## config.mk

```make
export PLATFORM = sky130hd
export DESIGN_NAME = tms_slave
export DESIGN_NICKNAME = d
export VERILOG_FILES = /design/src/verilog/tms_pkg.sv /design/src/verilog/tms_slave.sv
export VERILOG_INCLUDE_DIRS = /design/src /design/src/verilog
export SDC_FILE = /design/constraint.sdc
export NUM_CORES = 1
export LEC_CHECK = 0
export BUFFER_PORTS_ARGS = -buffer_cell sky130_fd_sc_hd__buf_4
export CAP_MARGIN = 10
export CORE_UTILIZATION = 45
export CTS_BUF_LIST = sky130_fd_sc_hd__clkbuf_4 sky130_fd_sc_hd__clkbuf_8 sky130_fd_sc_hd__clkbuf_16
export CTS_CLUSTER_DIAMETER = 40
export DETAILED_ROUTE_END_ITERATION = 16
export SLEW_MARGIN = 40
export SYNTH_ARGS = -nofsm -noshare
export SYNTH_HDL_FRONTEND = slang
export SYNTH_SLANG_ARGS = --single-unit
```

## constraint.sdc

```tcl
create_clock -name CLK -period 4.95 [get_ports CLK]
set_input_delay 0 -clock CLK [delete_from_list [all_inputs] [get_ports CLK]]
set_output_delay 0 -clock CLK [all_outputs]
set_load 0.03 [all_outputs]
```

## src/verilog/tms_defines.svh

```systemverilog
// Constants for the temperature monitor serial slave.
// Assumes inclusion by bare name from the design file and the bench.
`ifndef TMS_DEFINES_SVH
`define TMS_DEFINES_SVH
`define TMS_ADDR_BASE 7'h4c
`define TMS_PTR_LOC_TEMP 8'h00
`define TMS_PTR_REM_TEMP 8'h01
`define TMS_PTR_STATUS 8'h02
`define TMS_PTR_CFG_RD 8'h03
`define TMS_PTR_RATE_RD 8'h04
`define TMS_PTR_LHI_RD 8'h05
`define TMS_PTR_LLO_RD 8'h06
`define TMS_PTR_RHI_RD 8'h07
`define TMS_PTR_RLO_RD 8'h08
`define TMS_PTR_CFG_WR 8'h09
`define TMS_PTR_RATE_WR 8'h0a
`define TMS_PTR_LHI_WR 8'h0b
`define TMS_PTR_LLO_WR 8'h0c
`define TMS_PTR_RHI_WR 8'h0d
`define TMS_PTR_RLO_WR 8'h0e
`define TMS_PTR_ONESHOT 8'h0f
`define TMS_PTR_MFR_ID 8'hfe
`define TMS_PTR_REV 8'hff
`define TMS_RST_PTR 8'h00
`define TMS_RST_CFG 8'h00
`define TMS_RST_RATE 8'h02
`define TMS_RST_HI 8'h7f
`define TMS_RST_LO 8'hc9
`define TMS_CFG_STANDBY_BIT 6
`define TMS_CFG_MASK_BIT 7
`define TMS_ST_BUSY_BIT 7
`define TMS_ST_LHI_BIT 6
`define TMS_ST_LLO_BIT 5
`define TMS_ST_RHI_BIT 4
`define TMS_ST_RLO_BIT 3
`define TMS_CONV_CYCLES 16'd40
`endif

```

## src/verilog/tms_pkg.sv

```systemverilog
// Types for the temperature monitor serial slave.
// Assumes the defines header is compiled alongside.
package tms_pkg;
   typedef enum logic [2:0] {
      TMS_IDLE = 3'b000,
      TMS_ADDR = 3'b001,
      TMS_AACK = 3'b011,
      TMS_WBYTE = 3'b010,
      TMS_WACK = 3'b110,
      TMS_RBYTE = 3'b111,
      TMS_RACK = 3'b101,
      TMS_WAIT = 3'b100
   } tms_state_t;

   typedef enum logic [1:0] {
      TMS_SEL_LOW = 2'b00,
      TMS_SEL_OPEN = 2'b01,
      TMS_SEL_HIGH = 2'b10
   } tms_sel_t;

   typedef struct packed {
      logic [7:0] loc_hi;
      logic [7:0] loc_lo;
      logic [7:0] rem_hi;
      logic [7:0] rem_lo;
   } tms_limits_t;

   typedef struct packed {
      logic loc_hi;
      logic loc_lo;
      logic rem_hi;
      logic rem_lo;
   } tms_trip_t;
endpackage

```

## src/verilog/tms_slave.sv

```systemverilog
// Serial bus slave with register file and limit comparators of a
// two-channel temperature monitor.
// Assumes bus clock and data are sampled from outside the CLK domain,
// and temperatures arrive from a converter front end on CLK.
// Function
// - High alarm only when temperature exceeds limit
// - Low alarm only when temperature below limit
// - Four limits writable and read back unchanged
// - One-shot in standby does one cycle, returns
// - One-shot triggered by write, data discarded
// - Three-level select picks one of three addresses
// - Select captured once after power-up only
// - Start then 7-bit address MSB first, direction
// - Acknowledge own address before ninth clock pulse
// - Direction bit zero writes, one reads
// - Nine clocks per byte, slave acks writes
// - Data changes only while clock is low
// - Data rising while clock high ends transfer
// - Direction fixed for whole transfer
// - Writes one or two bytes, reads one
// - First written byte loads register pointer
// - Second written byte stored at pointer
// - Read returns register at current pointer
// - Write pointers distinct from read pointers
// - Pointer is zero after power-up
// - One-shot responds to pointer location 0f
// - Tripped comparison sets its status flag
`include "tms_defines.svh"

module tms_slave #(
   parameter logic [7:0] MFR_ID = 8'h5a, // Arbitrary value
   parameter logic [7:0] DIE_REV = 8'h01, // Arbitrary value
   parameter logic [15:0] CONV_CYCLES = `TMS_CONV_CYCLES
) (
   input wire logic CLK, // 40 MHz clock
   input wire logic SRST, // Synchronous reset, power-up
   input wire logic SCL, // Bus clock level
   input wire logic SDA, // Bus data level
   output logic SDA_DRV, // Data drive value, always low
   output logic SDA_OE, // High while pulling data low
   input wire tms_pkg::tms_sel_t ADDR_SEL, // Three-level address select
   input wire logic STBY_N, // Standby pin, low for standby
   input wire logic [7:0] LOC_TEMP, // Local temperature from converter
   input wire logic [7:0] REM_TEMP, // Remote temperature from converter
   input wire logic REM_OPEN, // Remote sensor open-circuit
   output logic CONV_START, // One-cycle pulse, starts conversion
   output logic CONV_BUSY, // Conversion cycle in progress
   output logic ALERT_N // Alarm, low while any flag is set and config bit 7 is clear
);
   logic scl_m_ff, scl_s_ff, scl_d_ff;
   logic sda_m_ff, sda_s_ff, sda_d_ff;
   tms_pkg::tms_sel_t sel_m_ff, sel_s_ff;
   logic stby_m_ff, stby_s_ff;
   logic [6:0] own_addr_ff;
   logic sel_taken_ff;
   tms_pkg::tms_state_t state_ff;
   logic [3:0] bit_cnt_ff;
   logic [7:0] shift_ff;
   logic rd_ff;
   logic [1:0] byte_cnt_ff;
   logic [7:0] ptr_ff;
   logic [7:0] cfg_ff;
   logic [7:0] rate_ff;
   tms_pkg::tms_limits_t lim_ff;
   logic [7:0] loc_val_ff, rem_val_ff;
   tms_pkg::tms_trip_t flag_ff;
   logic open_ff;
   logic oneshot_ff;
   logic oneshot_pend_ff;
   logic [15:0] conv_cnt_ff;
   logic conv_tick_ff;
   logic [7:0] rd_data;
   logic scl_rise, scl_fall, start_det, stop_det;
   logic wr_strobe;
   logic status_read;
   logic standby;
   tms_pkg::tms_trip_t trip;

   // Signed compare, used by all four comparators
   function automatic logic sgt(input logic [7:0] a, input logic [7:0] b);
      return $signed(a) > $signed(b);
   endfunction

   always_ff @(posedge CLK) begin
      scl_m_ff <= SCL;
      scl_s_ff <= scl_m_ff;
      scl_d_ff <= scl_s_ff;
      sda_m_ff <= SDA;
      sda_s_ff <= sda_m_ff;
      sda_d_ff <= sda_s_ff;
   end

   // Strap and standby pins are asynchronous too; logic reads only the second stage
   always_ff @(posedge CLK) begin
      sel_m_ff <= ADDR_SEL;
      sel_s_ff <= sel_m_ff;
      stby_m_ff <= STBY_N;
      stby_s_ff <= stby_m_ff;
   end

   assign scl_rise = scl_s_ff & ~scl_d_ff;
   assign scl_fall = ~scl_s_ff & scl_d_ff;
   assign start_det = scl_s_ff & scl_d_ff & ~sda_s_ff & sda_d_ff;
   assign stop_det = scl_s_ff & scl_d_ff & sda_s_ff & ~sda_d_ff;

   // Pin is caught on the first cycle after reset release, then frozen
   always_ff @(posedge CLK) begin
      if (SRST) begin
         sel_taken_ff <= 1'b0;
         own_addr_ff <= `TMS_ADDR_BASE;
      end else if (!sel_taken_ff) begin
         sel_taken_ff <= 1'b1;
         unique case (sel_s_ff)
            tms_pkg::TMS_SEL_LOW: own_addr_ff <= `TMS_ADDR_BASE;
            tms_pkg::TMS_SEL_OPEN: own_addr_ff <= `TMS_ADDR_BASE + 7'h01;
            tms_pkg::TMS_SEL_HIGH: own_addr_ff <= `TMS_ADDR_BASE + 7'h02;
            default: own_addr_ff <= `TMS_ADDR_BASE + 7'h01;
         endcase
      end
   end

   // Byte engine: bits sampled on SCL rise, drive changed on SCL fall
   always_ff @(posedge CLK) begin
      if (SRST) begin
         state_ff <= tms_pkg::TMS_IDLE;
         bit_cnt_ff <= 4'h0;
         shift_ff <= 8'h00;
         rd_ff <= 1'b0;
         byte_cnt_ff <= 2'd0;
      end else if (start_det) begin
         state_ff <= tms_pkg::TMS_ADDR;
         bit_cnt_ff <= 4'h0;
         byte_cnt_ff <= 2'd0;
      end else if (stop_det) begin
         state_ff <= tms_pkg::TMS_IDLE;
      end else begin
         unique case (state_ff)
            tms_pkg::TMS_IDLE, tms_pkg::TMS_WAIT: ;
            tms_pkg::TMS_ADDR: begin
               if (scl_rise) begin
                  shift_ff <= {shift_ff[6:0], sda_s_ff};
                  bit_cnt_ff <= bit_cnt_ff + 4'h1;
               end else if (scl_fall && bit_cnt_ff == 4'h8) begin
                  bit_cnt_ff <= 4'h0;
                  if (shift_ff[7:1] == own_addr_ff) begin
                     state_ff <= tms_pkg::TMS_AACK;
                     rd_ff <= shift_ff[0];
                  end else begin
                     state_ff <= tms_pkg::TMS_WAIT;
                  end
               end
            end
            tms_pkg::TMS_AACK: begin
               if (scl_fall) begin
                  if (rd_ff) begin
                     state_ff <= tms_pkg::TMS_RBYTE;
                     shift_ff <= rd_data;
                  end else begin
                     state_ff <= tms_pkg::TMS_WBYTE;
                  end
               end
            end
            tms_pkg::TMS_WBYTE: begin
               if (scl_rise) begin
                  shift_ff <= {shift_ff[6:0], sda_s_ff};
                  bit_cnt_ff <= bit_cnt_ff + 4'h1;
               end else if (scl_fall && bit_cnt_ff == 4'h8) begin
                  bit_cnt_ff <= 4'h0;
                  // Third and later bytes are not acknowledged
                  if (byte_cnt_ff < 2'd2) begin
                     state_ff <= tms_pkg::TMS_WACK;
                     byte_cnt_ff <= byte_cnt_ff + 2'd1;
                  end else begin
                     state_ff <= tms_pkg::TMS_WAIT;
                  end
               end
            end
            tms_pkg::TMS_WACK: begin
               if (scl_fall) begin
                  state_ff <= tms_pkg::TMS_WBYTE;
               end
            end
            tms_pkg::TMS_RBYTE: begin
               if (scl_fall) begin
                  shift_ff <= {shift_ff[6:0], 1'b1};
                  bit_cnt_ff <= bit_cnt_ff + 4'h1;
                  if (bit_cnt_ff == 4'h7) begin
                     state_ff <= tms_pkg::TMS_RACK;
                     bit_cnt_ff <= 4'h0;
                  end
               end
            end
            tms_pkg::TMS_RACK: begin
               // One byte per read; the master's no-ack then stop follows
               if (scl_fall) begin
                  state_ff <= tms_pkg::TMS_WAIT;
               end
            end
            default: state_ff <= tms_pkg::TMS_IDLE;
         endcase
      end
   end

   // Open drain: drive low for ack slots and zero read bits
   always_ff @(posedge CLK) begin
      if (SRST) begin
         SDA_OE <= 1'b0;
      end else begin
         SDA_OE <= (state_ff == tms_pkg::TMS_AACK) || (state_ff == tms_pkg::TMS_WACK) ||
                   ((state_ff == tms_pkg::TMS_RBYTE) && !shift_ff[7]);
      end
   end
   assign SDA_DRV = 1'b0;

   assign wr_strobe = (state_ff == tms_pkg::TMS_WACK) && scl_fall;
   assign status_read = (state_ff == tms_pkg::TMS_AACK) && scl_fall && rd_ff &&
                        (ptr_ff == `TMS_PTR_STATUS);

   always_ff @(posedge CLK) begin
      if (SRST) begin
         ptr_ff <= `TMS_RST_PTR;
      end else if (wr_strobe && byte_cnt_ff == 2'd1) begin
         ptr_ff <= shift_ff;
      end
   end

   always_ff @(posedge CLK) begin
      if (SRST) begin
         cfg_ff <= `TMS_RST_CFG;
         rate_ff <= `TMS_RST_RATE;
         lim_ff <= {`TMS_RST_HI, `TMS_RST_LO, `TMS_RST_HI, `TMS_RST_LO};
      end else if (wr_strobe && byte_cnt_ff == 2'd2) begin
         unique case (ptr_ff)
            `TMS_PTR_CFG_WR: cfg_ff <= shift_ff;
            `TMS_PTR_RATE_WR: rate_ff <= shift_ff;
            `TMS_PTR_LHI_WR: lim_ff.loc_hi <= shift_ff;
            `TMS_PTR_LLO_WR: lim_ff.loc_lo <= shift_ff;
            `TMS_PTR_RHI_WR: lim_ff.rem_hi <= shift_ff;
            `TMS_PTR_RLO_WR: lim_ff.rem_lo <= shift_ff;
            default: ;
         endcase
      end
   end

   // Data byte is thrown away; only the access itself counts
   always_ff @(posedge CLK) begin
      if (SRST) begin
         oneshot_ff <= 1'b0;
      end else begin
         oneshot_ff <= wr_strobe && byte_cnt_ff == 2'd2 &&
                       ptr_ff == `TMS_PTR_ONESHOT;
      end
   end

   always_comb begin
      unique case (ptr_ff)
         `TMS_PTR_LOC_TEMP: rd_data = loc_val_ff;
         `TMS_PTR_REM_TEMP: rd_data = rem_val_ff;
         `TMS_PTR_STATUS: rd_data = {CONV_BUSY, flag_ff, open_ff, 2'b00};
         `TMS_PTR_CFG_RD: rd_data = cfg_ff;
         `TMS_PTR_RATE_RD: rd_data = rate_ff;
         `TMS_PTR_LHI_RD: rd_data = lim_ff.loc_hi;
         `TMS_PTR_LLO_RD: rd_data = lim_ff.loc_lo;
         `TMS_PTR_RHI_RD: rd_data = lim_ff.rem_hi;
         `TMS_PTR_RLO_RD: rd_data = lim_ff.rem_lo;
         `TMS_PTR_MFR_ID: rd_data = MFR_ID;
         `TMS_PTR_REV: rd_data = DIE_REV;
         default: rd_data = 8'hff;
      endcase
   end

   // Conversion scheduler; rate coding is left to the front end
   assign standby = cfg_ff[`TMS_CFG_STANDBY_BIT] | ~stby_s_ff;

   always_ff @(posedge CLK) begin
      if (SRST) begin
         conv_cnt_ff <= 16'h0000;
         CONV_BUSY <= 1'b0;
         CONV_START <= 1'b0;
         conv_tick_ff <= 1'b0;
      end else begin
         conv_tick_ff <= 1'b0;
         CONV_START <= 1'b0;
         if (CONV_BUSY) begin
            if (conv_cnt_ff == CONV_CYCLES - 16'h0001) begin
               CONV_BUSY <= 1'b0;
               conv_tick_ff <= 1'b1;
            end
            conv_cnt_ff <= conv_cnt_ff + 16'h0001;
         end else if (!standby || oneshot_pend_ff) begin
            CONV_BUSY <= 1'b1;
            CONV_START <= 1'b1;
            conv_cnt_ff <= 16'h0000;
         end
      end
   end

   // A one-shot that lands while a conversion still runs waits for it to end
   always_ff @(posedge CLK) begin
      if (SRST) begin
         oneshot_pend_ff <= 1'b0;
      end else if (oneshot_ff) begin
         oneshot_pend_ff <= 1'b1;
      end else if (CONV_START) begin
         oneshot_pend_ff <= 1'b0;
      end
   end

   always_ff @(posedge CLK) begin
      if (SRST) begin
         loc_val_ff <= 8'h00;
         rem_val_ff <= 8'h00;
         open_ff <= 1'b0;
      end else if (conv_tick_ff) begin
         loc_val_ff <= LOC_TEMP;
         rem_val_ff <= REM_TEMP;
         open_ff <= REM_OPEN | (open_ff & ~status_read);
      end else if (status_read && !REM_OPEN) begin
         open_ff <= 1'b0;
      end
   end

   assign trip.loc_hi = sgt(loc_val_ff, lim_ff.loc_hi);
   assign trip.loc_lo = sgt(lim_ff.loc_lo, loc_val_ff);
   assign trip.rem_hi = sgt(rem_val_ff, lim_ff.rem_hi);
   assign trip.rem_lo = sgt(lim_ff.rem_lo, rem_val_ff);

   // A live trip keeps its flag set even across a status read
   always_ff @(posedge CLK) begin
      if (SRST) begin
         flag_ff <= '0;
      end else if (status_read) begin
         flag_ff <= trip;
      end else begin
         flag_ff <= flag_ff | trip;
      end
   end

   always_ff @(posedge CLK) begin
      if (SRST) begin
         ALERT_N <= 1'b1;
      end else begin
         ALERT_N <= ~((|flag_ff | open_ff) & ~cfg_ff[`TMS_CFG_MASK_BIT]);
      end
   end
endmodule
```

**Word-level counts from Yosys, hierarchy flattened**

Index checks and enable logic that the tools add are counted.

- Bits of input ports: 24
- Register bits after elaboration: 138

- Bitwise logic cells: 25
- Add/sub/neg operators: 3
- Reductions and logical operators: 43
- Muxes and demuxes: 39
- $lt $le $gt $ge: 5
- Eq/ne operators: 51

Operator list:

| cell | count |
|---|---|
| $pmux 8 s11 | 1 |
| $eq 8x4->1 const B | 8 |
| $ne 4x4->1 const B | 9 |
| $mux 3 | 11 |
| $eq 8x3->1 const B | 4 |
| $gt 8x8->1 | 4 |
| $mux 16 | 2 |
| $mux 8 | 4 |
| $pmux 8 s3 | 1 |
| $mux 4 | 5 |
| $ne 2x2->1 const B | 10 |
| $reduce_and 10->1 | 2 |
| $pmux 3 s6 | 1 |
| $add 16x1->16 const B | 1 |
| $eq 16x6->1 const B | 1 |
| $eq 8x2->1 const B | 2 |
| $eq 8x8->1 const B | 2 |
| $not 1->1 | 12 |
| $reduce_and 2->1 | 6 |
| $mux 1 | 11 |
| $logic_and 1x1->1 | 10 |
| $and 1x1->1 | 9 |
| $eq 3x3->1 const B | 3 |
| $eq 8x1->1 const B | 1 |
| other kinds (32) | 46 |

**Logic depth before layout (Yosys ltp)**

Gate-level depths: netlist of the first run.

- Depth in word-level cells: 9
- Depth in mapped cells: 9

**Worst setup path before layout of the first run**

OpenSTA, ideal clock, no wires.

- Path type: flip-flop to flip-flop
- Start: register CONV_BUSY
- End: register conv_cnt_ff[15]
- Setup slack: 2.975 ns
- Cell stages (with the launch flop): 7
- Data arrival time: 1.910 ns
- Path buffers: 0
- Path through: dfxtp_1 -> nand4_1 -> nor4_1 -> and4_1 -> nand3_1 -> mux2_2 -> nor2_1

- Longest elaborated chain between the ends: 1

RTL lines:

| element | line | source |
|---|---|---|
| start, declared | tms_slave.sv:47 | `output logic CONV_BUSY,` |
| start signal, assigned | tms_slave.sv:278 | `CONV_BUSY <= 1'b0;` |
| start signal, assigned | tms_slave.sv:286 | `CONV_BUSY <= 1'b0;` |
| start signal, assigned | tms_slave.sv:291 | `CONV_BUSY <= 1'b1;` |
| $mux 16 or $reduce_bool 2->1 (tied branches) | - |  |
| end signal, assigned | tms_slave.sv:289 | `conv_cnt_ff <= conv_cnt_ff + 16'h0001;` |
| end, declared | tms_slave.sv:70 | `logic [15:0] conv_cnt_ff;` |

Parallel ways exist; a longest one is shown, timed or not.
A chain may end at the register's enable or synchronous reset.

**Worst setup path after layout of the first run**

- Start: register state_ff[0]
- End: register shift_ff[4]

- Longest elaborated chain between the ends: 4

RTL lines:

| element | line | source |
|---|---|---|
| start, declared | tms_slave.sv:56 | `tms_pkg::tms_state_t state_ff;` |
| start signal, assigned | tms_slave.sv:125 | `state_ff <= tms_pkg::TMS_IDLE;` |
| start signal, assigned | tms_slave.sv:131 | `state_ff <= tms_pkg::TMS_ADDR;` |
| start signal, assigned | tms_slave.sv:135 | `state_ff <= tms_pkg::TMS_IDLE;` |
| $eq 3x2->1 or $eq 3x1->1 (tied branches) | tms_slave.sv:137 | `unique case (state_ff)` |
| $reduce_or 2->1 (no source line) | - |  |
| $ne 2x1->1 (no source line) or $reduce_bool 3->1 (tied branches) | - |  |
| $reduce_and 7->1 (no source line) | - |  |
| end signal, assigned | tms_slave.sv:141 | `shift_ff <= {shift_ff[6:0], sda_s_ff};` |
| end signal, assigned | tms_slave.sv:157 | `shift_ff <= rd_data;` |
| end signal, assigned | tms_slave.sv:165 | `shift_ff <= {shift_ff[6:0], sda_s_ff};` |
| end, declared | tms_slave.sv:58 | `logic [7:0] shift_ff;` |

Parallel ways exist; a longest one is shown, timed or not.

==> results by group, run 1 <==
Timing
  • Slew HR: 44.8%
  • Final Hold Fails: 0
  • Clock Skew: between 0.01 and 0.015 ns
  • Slew Viols, Final: 0
  • Setup_tns: 0 ns
  • Worst-margin pin slew: 0.828 ns
  • Min Tclk post-route: 2.65 ns
  • RSZ-0062 raised after global routing: no
  • Setup violations, final: 0
  • Fin crit share: a little over half
  • Max frequency: 378 MHz

Route
  • Drt pass-1 iters: 6
  • Number of DRC markers in iteration 0: roughly 500
  • Via/cell ratio: 5.78
  • Final wirelength: 18.5 mm
  • Wirelength per Cell: 18.3 microns
  • Vias: 5833
  • Remaining DRCs: 0
  • ANT nets after route: 0

Setup path
  • WP data required: 5.21 ns
  • Setup CP Type: register to register
  • Worst Setup EP: shift_ff[4]
  • CP endpoint kind: register
  • Worst path max stage delay: 0.64 ns
  • Worst Path Arrival: 2.91 ns
  • Critical-path cell list: xor2_1 > nand2_1 > o22ai_2 > nand3_1 > a2111oi_1 > a2111oi_2
  • R2R setup slack: 2.30 ns
  • Reg2Reg Depth: 6
  • CP Launch Type: register
  • Crit. Startpoint: state_ff[0]
  • Worst path slowest cell: o22ai_2
  • CP Max Fanout: 19
  • Reg-to-Reg End: shift_ff[4]
  • FF-to-FF Start: state_ff[0]

Clock network
  • Reg clk slew, reported paths: 0.06 ns
  • Cts bufs inserted: 17
  • Root Buffer: clkbuf_16
  • Clock H-tree levels: 4
  • Worst-skew pair later-pin latency: 0.43 ns
  • TritonCTS clock tree: done
  • Clock net sink count: between 100 and 150
  • Clk buf depth: 2
  • Hold-fix buffer count after cts: 22
  • Post-CTS Setup Bufs: 0
  • Resize count post-CTS: 0

Logic synthesis
  • Top FF cell, synth: dfxtp_1
  • Register area share after synthesis: between 30% and 40%
  • Avg Inst Size Synth: 8.52 sq um
  • Yosys cell types: 66
  • Syn_nets: 849
  • Mapped Area: 6720 sq um
  • Yosys warns: 0
  • Synthesis-stage register bit count: ~130
  • Fraction of registers with async set/reset: 0%
  • EDFF count, synth: 0
  • Syn Inst Count: 788

Power
  • Worst IR Drop VDD: 0.231 mV
  • Leakage: 3.02 nW
  • NetSw: 0.573 mW
  • Part of the power in combinational logic: between 3 and 4%
  • Total chip power: 2.44 mW
  • Pint: 1.86 mW
  • Clk pwr share: 51.6%
  • Seq pwr share: 45.0%
  • Pwr Density: 312 nW/um^2
  • Sw Ratio: about a quarter

Floorplan
  • Number of I/O pins: 29
  • Core ar.: 14500 sq um
  • Die Area: around 15000 sq um
  • Starting Density: 46.2%
  • Height of the die: 124 microns
  • Die X: 124 microns
  • Rows: 44

Global route
  • Total congestion overflow: 0
  • First-pass GRT wire length: 28.8 mm
  • Largest net degree at the start of global routing: 94
  • GRT Util Overall: 25.2%
  • Initial antenna violation count: 0
  • Vias in the first global route: roughly 5400

Placement
  • HPWL Detailed: 12.7 mm
  • Post-DP Area: 6990 sq um
  • RePlAce Congestion: 0.954
  • Port bufs: 27

Layout
  • Area growth, synth to finish: 16.2%
  • Diodes inserted: 0
  • Final Cell Area: around 8000 sq um
  • Final #Nets: between 800 and 900
  • Share of layout cells above drive strength 1: a little under an eighth
  • Sequential cell area: around 2700 sq um
  • Fillers: 1390
  • Multi-input gate area: 3690 sq um

Status
  • Status: finished clean

Run
  • Max cap viols: 0

Worst hold path
  • HP Class: input pin to register
[worst min path at each step]
stage | slack [ns] | start | endpoint | depth (start not counted)
2_1_floorplan | 0.03 | SCL | scl_m_ff | 0
3_3_place_gp | 0.10 | STBY_N | stby_m_ff | 1
3_5_place_dp | 0.11 | STBY_N | stby_m_ff | 1
4_1_cts | 0.07 | SRST | rate_ff[0] | 2
5_1_grt | 0.11 | SRST | rem_val_ff[2] | 2
6_report | 0.08 | SRST | rem_val_ff[3] | 2
[cells by family (layout without fill, tap and decap cells)]
kind of cell | Yosys count | in the layout | share of synthesized area (%)
AND/OR/NAND/NOR | 305 | 305 | 22.7
AO/OA/AOI/OAI | 160 | 160 | 15.8
flip-flops | 133 | 133 | 39.6
buffers and inverters | 94 | 132 | 5.59
multiplexers | 51 | 51 | 8.44
adder cells (fa/ha/maj) | 37 | 37 | 6.89
XOR/XNOR | 7 | 7 | 0.913
other | 1 | 1 | 0.0558
[per-layer routing]
layer,track usage [%],vias to the layer above,routed length (microns)
met1,33.2,2796,8370
met3,4.30,30,913
li1,-,2842,-
met2,40.5,165,8660
met4,11.0,0,537
met5,0,-,0
[stage by stage]
| stage | worst slack, ns | util, % | std cells | hold slack, ns |
|---|---|---|---|---|
| after floorplan | 2.98 | - | 788 | 0.0277 |
| after global placement | 2.40 | 48.0 | 955 | 0.104 |
| after detailed placement | 2.39 | 48.1 | 956 | 0.105 |
| after CTS | 2.37 | 53.6 | 1009 | 0.0713 |
| after global routing | 2.13 | 53.7 | 1010 | 0.109 |
| final | 2.30 | 53.7 | 1010 | 0.0797 |
[final cells by class]
cell class	instances	share of cell area, %
Sequential cell	133	34.2
Multi-Input combinational cell	561	47.3
Tap cell	184	2.95
Clock buffer	17	5.45
Clock inverter	14	1.97
Inverter	48	2.31
Timing Repair Buffer	53	5.90
[power groups by stage]
stage	clock network (mW)	registers, mW	logic, mW
after CTS	1.27	1.10	0.0842
after global routing	1.32	1.10	0.0926
final	1.26	1.10	0.0845
after detailed placement	0	1.12	0.0701
after global placement	0	1.12	0.0687
after floorplan	0	1.11	0.0460
[critical path: cells and delay by family (launching register included)]
kind,cells,cell delay (ns)
flip-flops,1,0.61
XOR/XNOR,1,0.24
AO/OA/AOI/OAI,3,1.24
AND/OR/NAND/NOR,2,0.39
[synth_stat cells, types with 5 or more instances]
master    number  area, sq um
a211oi_1       5         37.5
a21oi_1       54          270
a22o_1         7         61.3
a32oi_1        6         52.6
and2_1         7         43.8
and3_1         5         31.3
buf_2         12         60.1
clkbuf_1      29          109
dfxtp_1      133         2660
ha_1          37          463
inv_1         48          180
mux2_2         5         56.3
mux2i_1       42          420
nand2_1       92          345
nand3_1       34          170
nand4_1       16          100
nor2_1        87          327
nor2b_1        8         50.1
nor3_1        11         55.1
o211ai_1      21          158
o21a_1        10         75.1
o21ai_0       25          125
or2_2          5         31.3
[sequential cells by signal (all words and copies together) (netlist names), 3 cells and up]
signal       cells
state_ff         3
bit_cnt_ff       4
rate_ff          8
shift_ff         8
ptr_ff           8
conv_cnt_ff     16
loc_val_ff       8
cfg_ff           8
flag_ff          4
rem_val_ff       8
lim_ff          32
[layout by cell type, fill, tap and decap left out, drive strengths merged, types with 5 or more instances in the layout]
master and instances:
clkbuf 17, o22ai 5, dfxtp 133, o211ai 21
a211oi 5, and2 7, or3 5, a32oi 6
o21a 10, nand3b 5, nand4 16, a22o 7
and3 5, nand2 92, nor2 89, nand3 34
nor3 14, nor2b 8, dlygate4sd3 22, or2 5
a21oi 54, inv 52, clkinv 6, o21ai 25
ha 37, nor4 5, mux2 5, mux2i 42
buf 31, a2111oi 6
No activity file was read; power rests on OpenSTA's default activity.
==> inputs of run 2 (changes only) <==
==> constraint.sdc (replaced) <==
create_clock -name CLK -period 2.3 [get_ports CLK]
set_input_delay 0 -clock CLK [delete_from_list [all_inputs] [get_ports CLK]]
set_output_delay 0 -clock CLK [all_outputs]
set_load 0.03 [all_outputs]
==> run 2 against run 1 <==
Utilization grew 1.6 points. Largest power group unchanged. Highest routed layer unchanged. Hold slack better by 0.12 ns. Clock power up 100%. Global-route usage is 0.50 points higher. Register-to-register slack worse by 2.1 ns. Total power grew 110%.
==> results by group, run 2 (synthesis gave the netlist of run 1 again) <==
Status
  • Status: finished clean (unchanged)

Layout
  • Share of layout cells above drive strength 1: 13.9% (was 11.3%)
  • Largest register FFs: 32 (unchanged)
  • Area growth, synth to finish: 19.7% (was 16.2%)
  • Commonest non-fill, non-tap cell in the layout: dfxtp_1 (unchanged)
  • Fillers: 1368 (was 1390)
  • Top reg by flops: lim_ff (unchanged)
  • Regs by FF count: lim_ff: 32 flops, conv_cnt_ff: 16 flops (unchanged)
  • Final #Nets: 907 (was 875)
  • Final Cell Area: 8040 sq um (was 7800 sq um)
  • Most frequent cells in the layout: 132 x dfxtp_1, 92 x nand2_1, 87 x nor2_1 (was 131 x dfxtp_1, 92 x nand2_1, 87 x nor2_1)
  • Diodes inserted: 0 (unchanged)

Route
  • Via/cell ratio: 5.74 (was 5.78)
  • Drt pass-1 iters: 7 (was 6)
  • Wire length on met3: 1.06 mm (was 913 microns)
  • Max layer used: met4 (unchanged)
  • Final wirelength: 18.9 mm (was 18.5 mm)
  • Met2 Wirelength: 8.93 mm (was 8.66 mm)
  • ANT nets after route: 0 (unchanged)
  • Remaining DRCs: 0 (unchanged)
  • Number of DRC markers in iteration 0: 401 (was 501)
  • Wirelength per Cell: 18.2 microns (was 18.3 microns)
  • Met1 WL: 8.41 mm (was 8.37 mm)
  • Vias: 5980 (was 5833)

Setup path
  • Worst Path Arrival: 2.44 ns (was 2.91 ns)
  • FF-to-FF Start: ptr_ff[4] (was state_ff[0])
  • CP endpoint kind: register (unchanged)
  • WP data required: 2.62 ns (was 5.21 ns)
  • Setup CP Type: register to register (unchanged)
  • CP Max Fanout: 18 (was 19)
  • Worst path max stage delay: 0.43 ns (was 0.64 ns)
  • Critical-path cell list: or3_4 > nor4b_4 > buf_4 > nand3_1 > a21oi_1 > a2111oi_1 > a2111oi_2 (was xor2_1 > nand2_1 > o22ai_2 > nand3_1 > a2111oi_1 > a2111oi_2)
  • CP Launch Type: register (unchanged)
  • Crit. Startpoint: ptr_ff[4] (was state_ff[0])
  • Worst path slowest cell: or3_4 (was o22ai_2)

Floorplan
  • Starting Density: 46.2% (unchanged)
  • Die Area: 15400 sq um (unchanged)
  • Rows: 44 (unchanged)
  • Height of the die: 124 microns (unchanged)
  • Number of I/O pins: 29 (unchanged)
  • Core ar.: 14500 sq um (unchanged)
  • Die X: 124 microns (unchanged)

Global route
  • First-pass GRT wire length: 29.2 mm (was 28.8 mm)
  • Vias in the first global route: 5563 (was 5423)
  • Largest net degree at the start of global routing: 58 (was 94)
  • Total congestion overflow: 0 (unchanged)
  • Initial antenna violation count: 0 (unchanged)
  • GRT Util Overall: 25.7% (was 25.2%)

Timing
  • Worst-margin pin slew: 0.595 ns (was 0.828 ns)
  • Slew HR: 60.4% (was 44.8%)
  • Worst hold slack: 0.203 ns (was 0.0797 ns)
  • Fin crit share: 92.1% (was 53.5%)
  • Max frequency: 472 MHz (was 378 MHz)
  • Clock Skew: 0.0118 ns (was 0.0103 ns)
  • Setup_tns: 0 ns (unchanged)
  • Slew Viols, Final: 0 (unchanged)
  • Min Tclk post-route: 2.12 ns (was 2.65 ns)
  • Setup violations, final: 0 (unchanged)
  • Final Hold Fails: 0 (unchanged)
  • RSZ-0062 raised after global routing: no (unchanged)

Placement
  • Post-DP Area: 7190 sq um (was 6990 sq um)
  • Port bufs: 27 (unchanged)
  • HPWL Detailed: 13.6 mm (was 12.7 mm)
  • RePlAce Congestion: 0.898 (was 0.954)

Power
  • Worst IR Drop VDD: 0.554 mV (was 0.231 mV)
  • Leakage: 3.18 nW (was 3.02 nW)
  • Pwr Density: 639 nW/um^2 (was 312 nW/um^2)

Clock network
  • Reg clk slew, reported paths: 0.06 ns (about the same)
  • Cts bufs inserted: 17 (unchanged)
  • Clock net sink count: 133 (unchanged)
  • TritonCTS clock tree: done (unchanged)
  • Clock H-tree levels: 4 (unchanged)
  • Root Buffer: clkbuf_16 (unchanged)
  • Worst-skew pair later-pin latency: 0.43 ns (about the same)
  • Post-CTS Setup Bufs: 0 (unchanged)
  • Clk buf depth: 2 (unchanged)

Worst hold path
  • Hold Startpoint: ADDR_SEL[1] (was SRST)
  • HP Class: input pin to register (unchanged)

Run
  • Max cap viols: 0 (unchanged)
[run 2: cell count changes in the layout (fill, tap and decap cells not counted), moves of 2 or more]
cell           previous run  this run
clkinv_4                  3         1
buf_6                     2         0
dlygate4sd3_1            22        28
buf_4                    29        56
clkinvlp_4                2         5
[run 2: worst max-delay path: cells and delay by family, from the launching register on]
kind            cells  cell delay (ns)
simple gates        3             0.80
compound gates      3             0.60
flops               1             0.33
buf+inv             1             0.27
[run 2: final timing paths]
path                                     to  slack (ns)  depth (start not counted)
worst min register to register     sda_s_ff        0.33                          0
worst max register to register  shift_ff[4]        0.18                          7
worst min-delay path            sel_m_ff[1]        0.20                          2
worst max-delay path            shift_ff[4]        0.18                          7
[run 2: power by group]
group	total [mW]	internal (mW)	switching, mW
clock	2.58	1.51	1.07
combinational	0.210	0.0943	0.116
sequential	2.34	2.33	0.0159
total	5.14	3.94	1.20
[run 2: per-layer routing]
layer,global-route usage (%),vias up
met2,41.3,170
met3,5.95,44
met1,33.0,2862
met4,10.9,0
met5,0,-
li1,-,2904
[run 2: layout make-up]
type	count	area [sq um]	share of cell area (%)
Clock inverter	13	121	1.51
Timing Repair Buffer	85	721	8.96
Clock buffer	18	439	5.46
Tap cell	184	230	2.86
Multi-Input combinational cell	561	3680	45.8
Sequential cell	133	2660	33.1
Inverter	48	180	2.24
[run 2: repair_timing]
action / in CTS / in global routing
hold buffers: 28 / 0
hold endpoints to repair: 27 / 0
gates resized for setup: 0 / 2
endpoints found under the setup margin: 0 / 2
[run 2: stage by stage]
step           power, mW  setup WS (ns)  utilization, %  std cells
6_report            5.14          0.181            55.3       1042
4_1_cts             5.18         0.0677            55.3       1042
5_1_grt             5.29         0.0810            55.3       1042
3_5_place_dp        2.57         0.0851            49.5        983
3_3_place_gp        2.57          0.133            49.5        983
2_1_floorplan       2.49          0.325               -        788
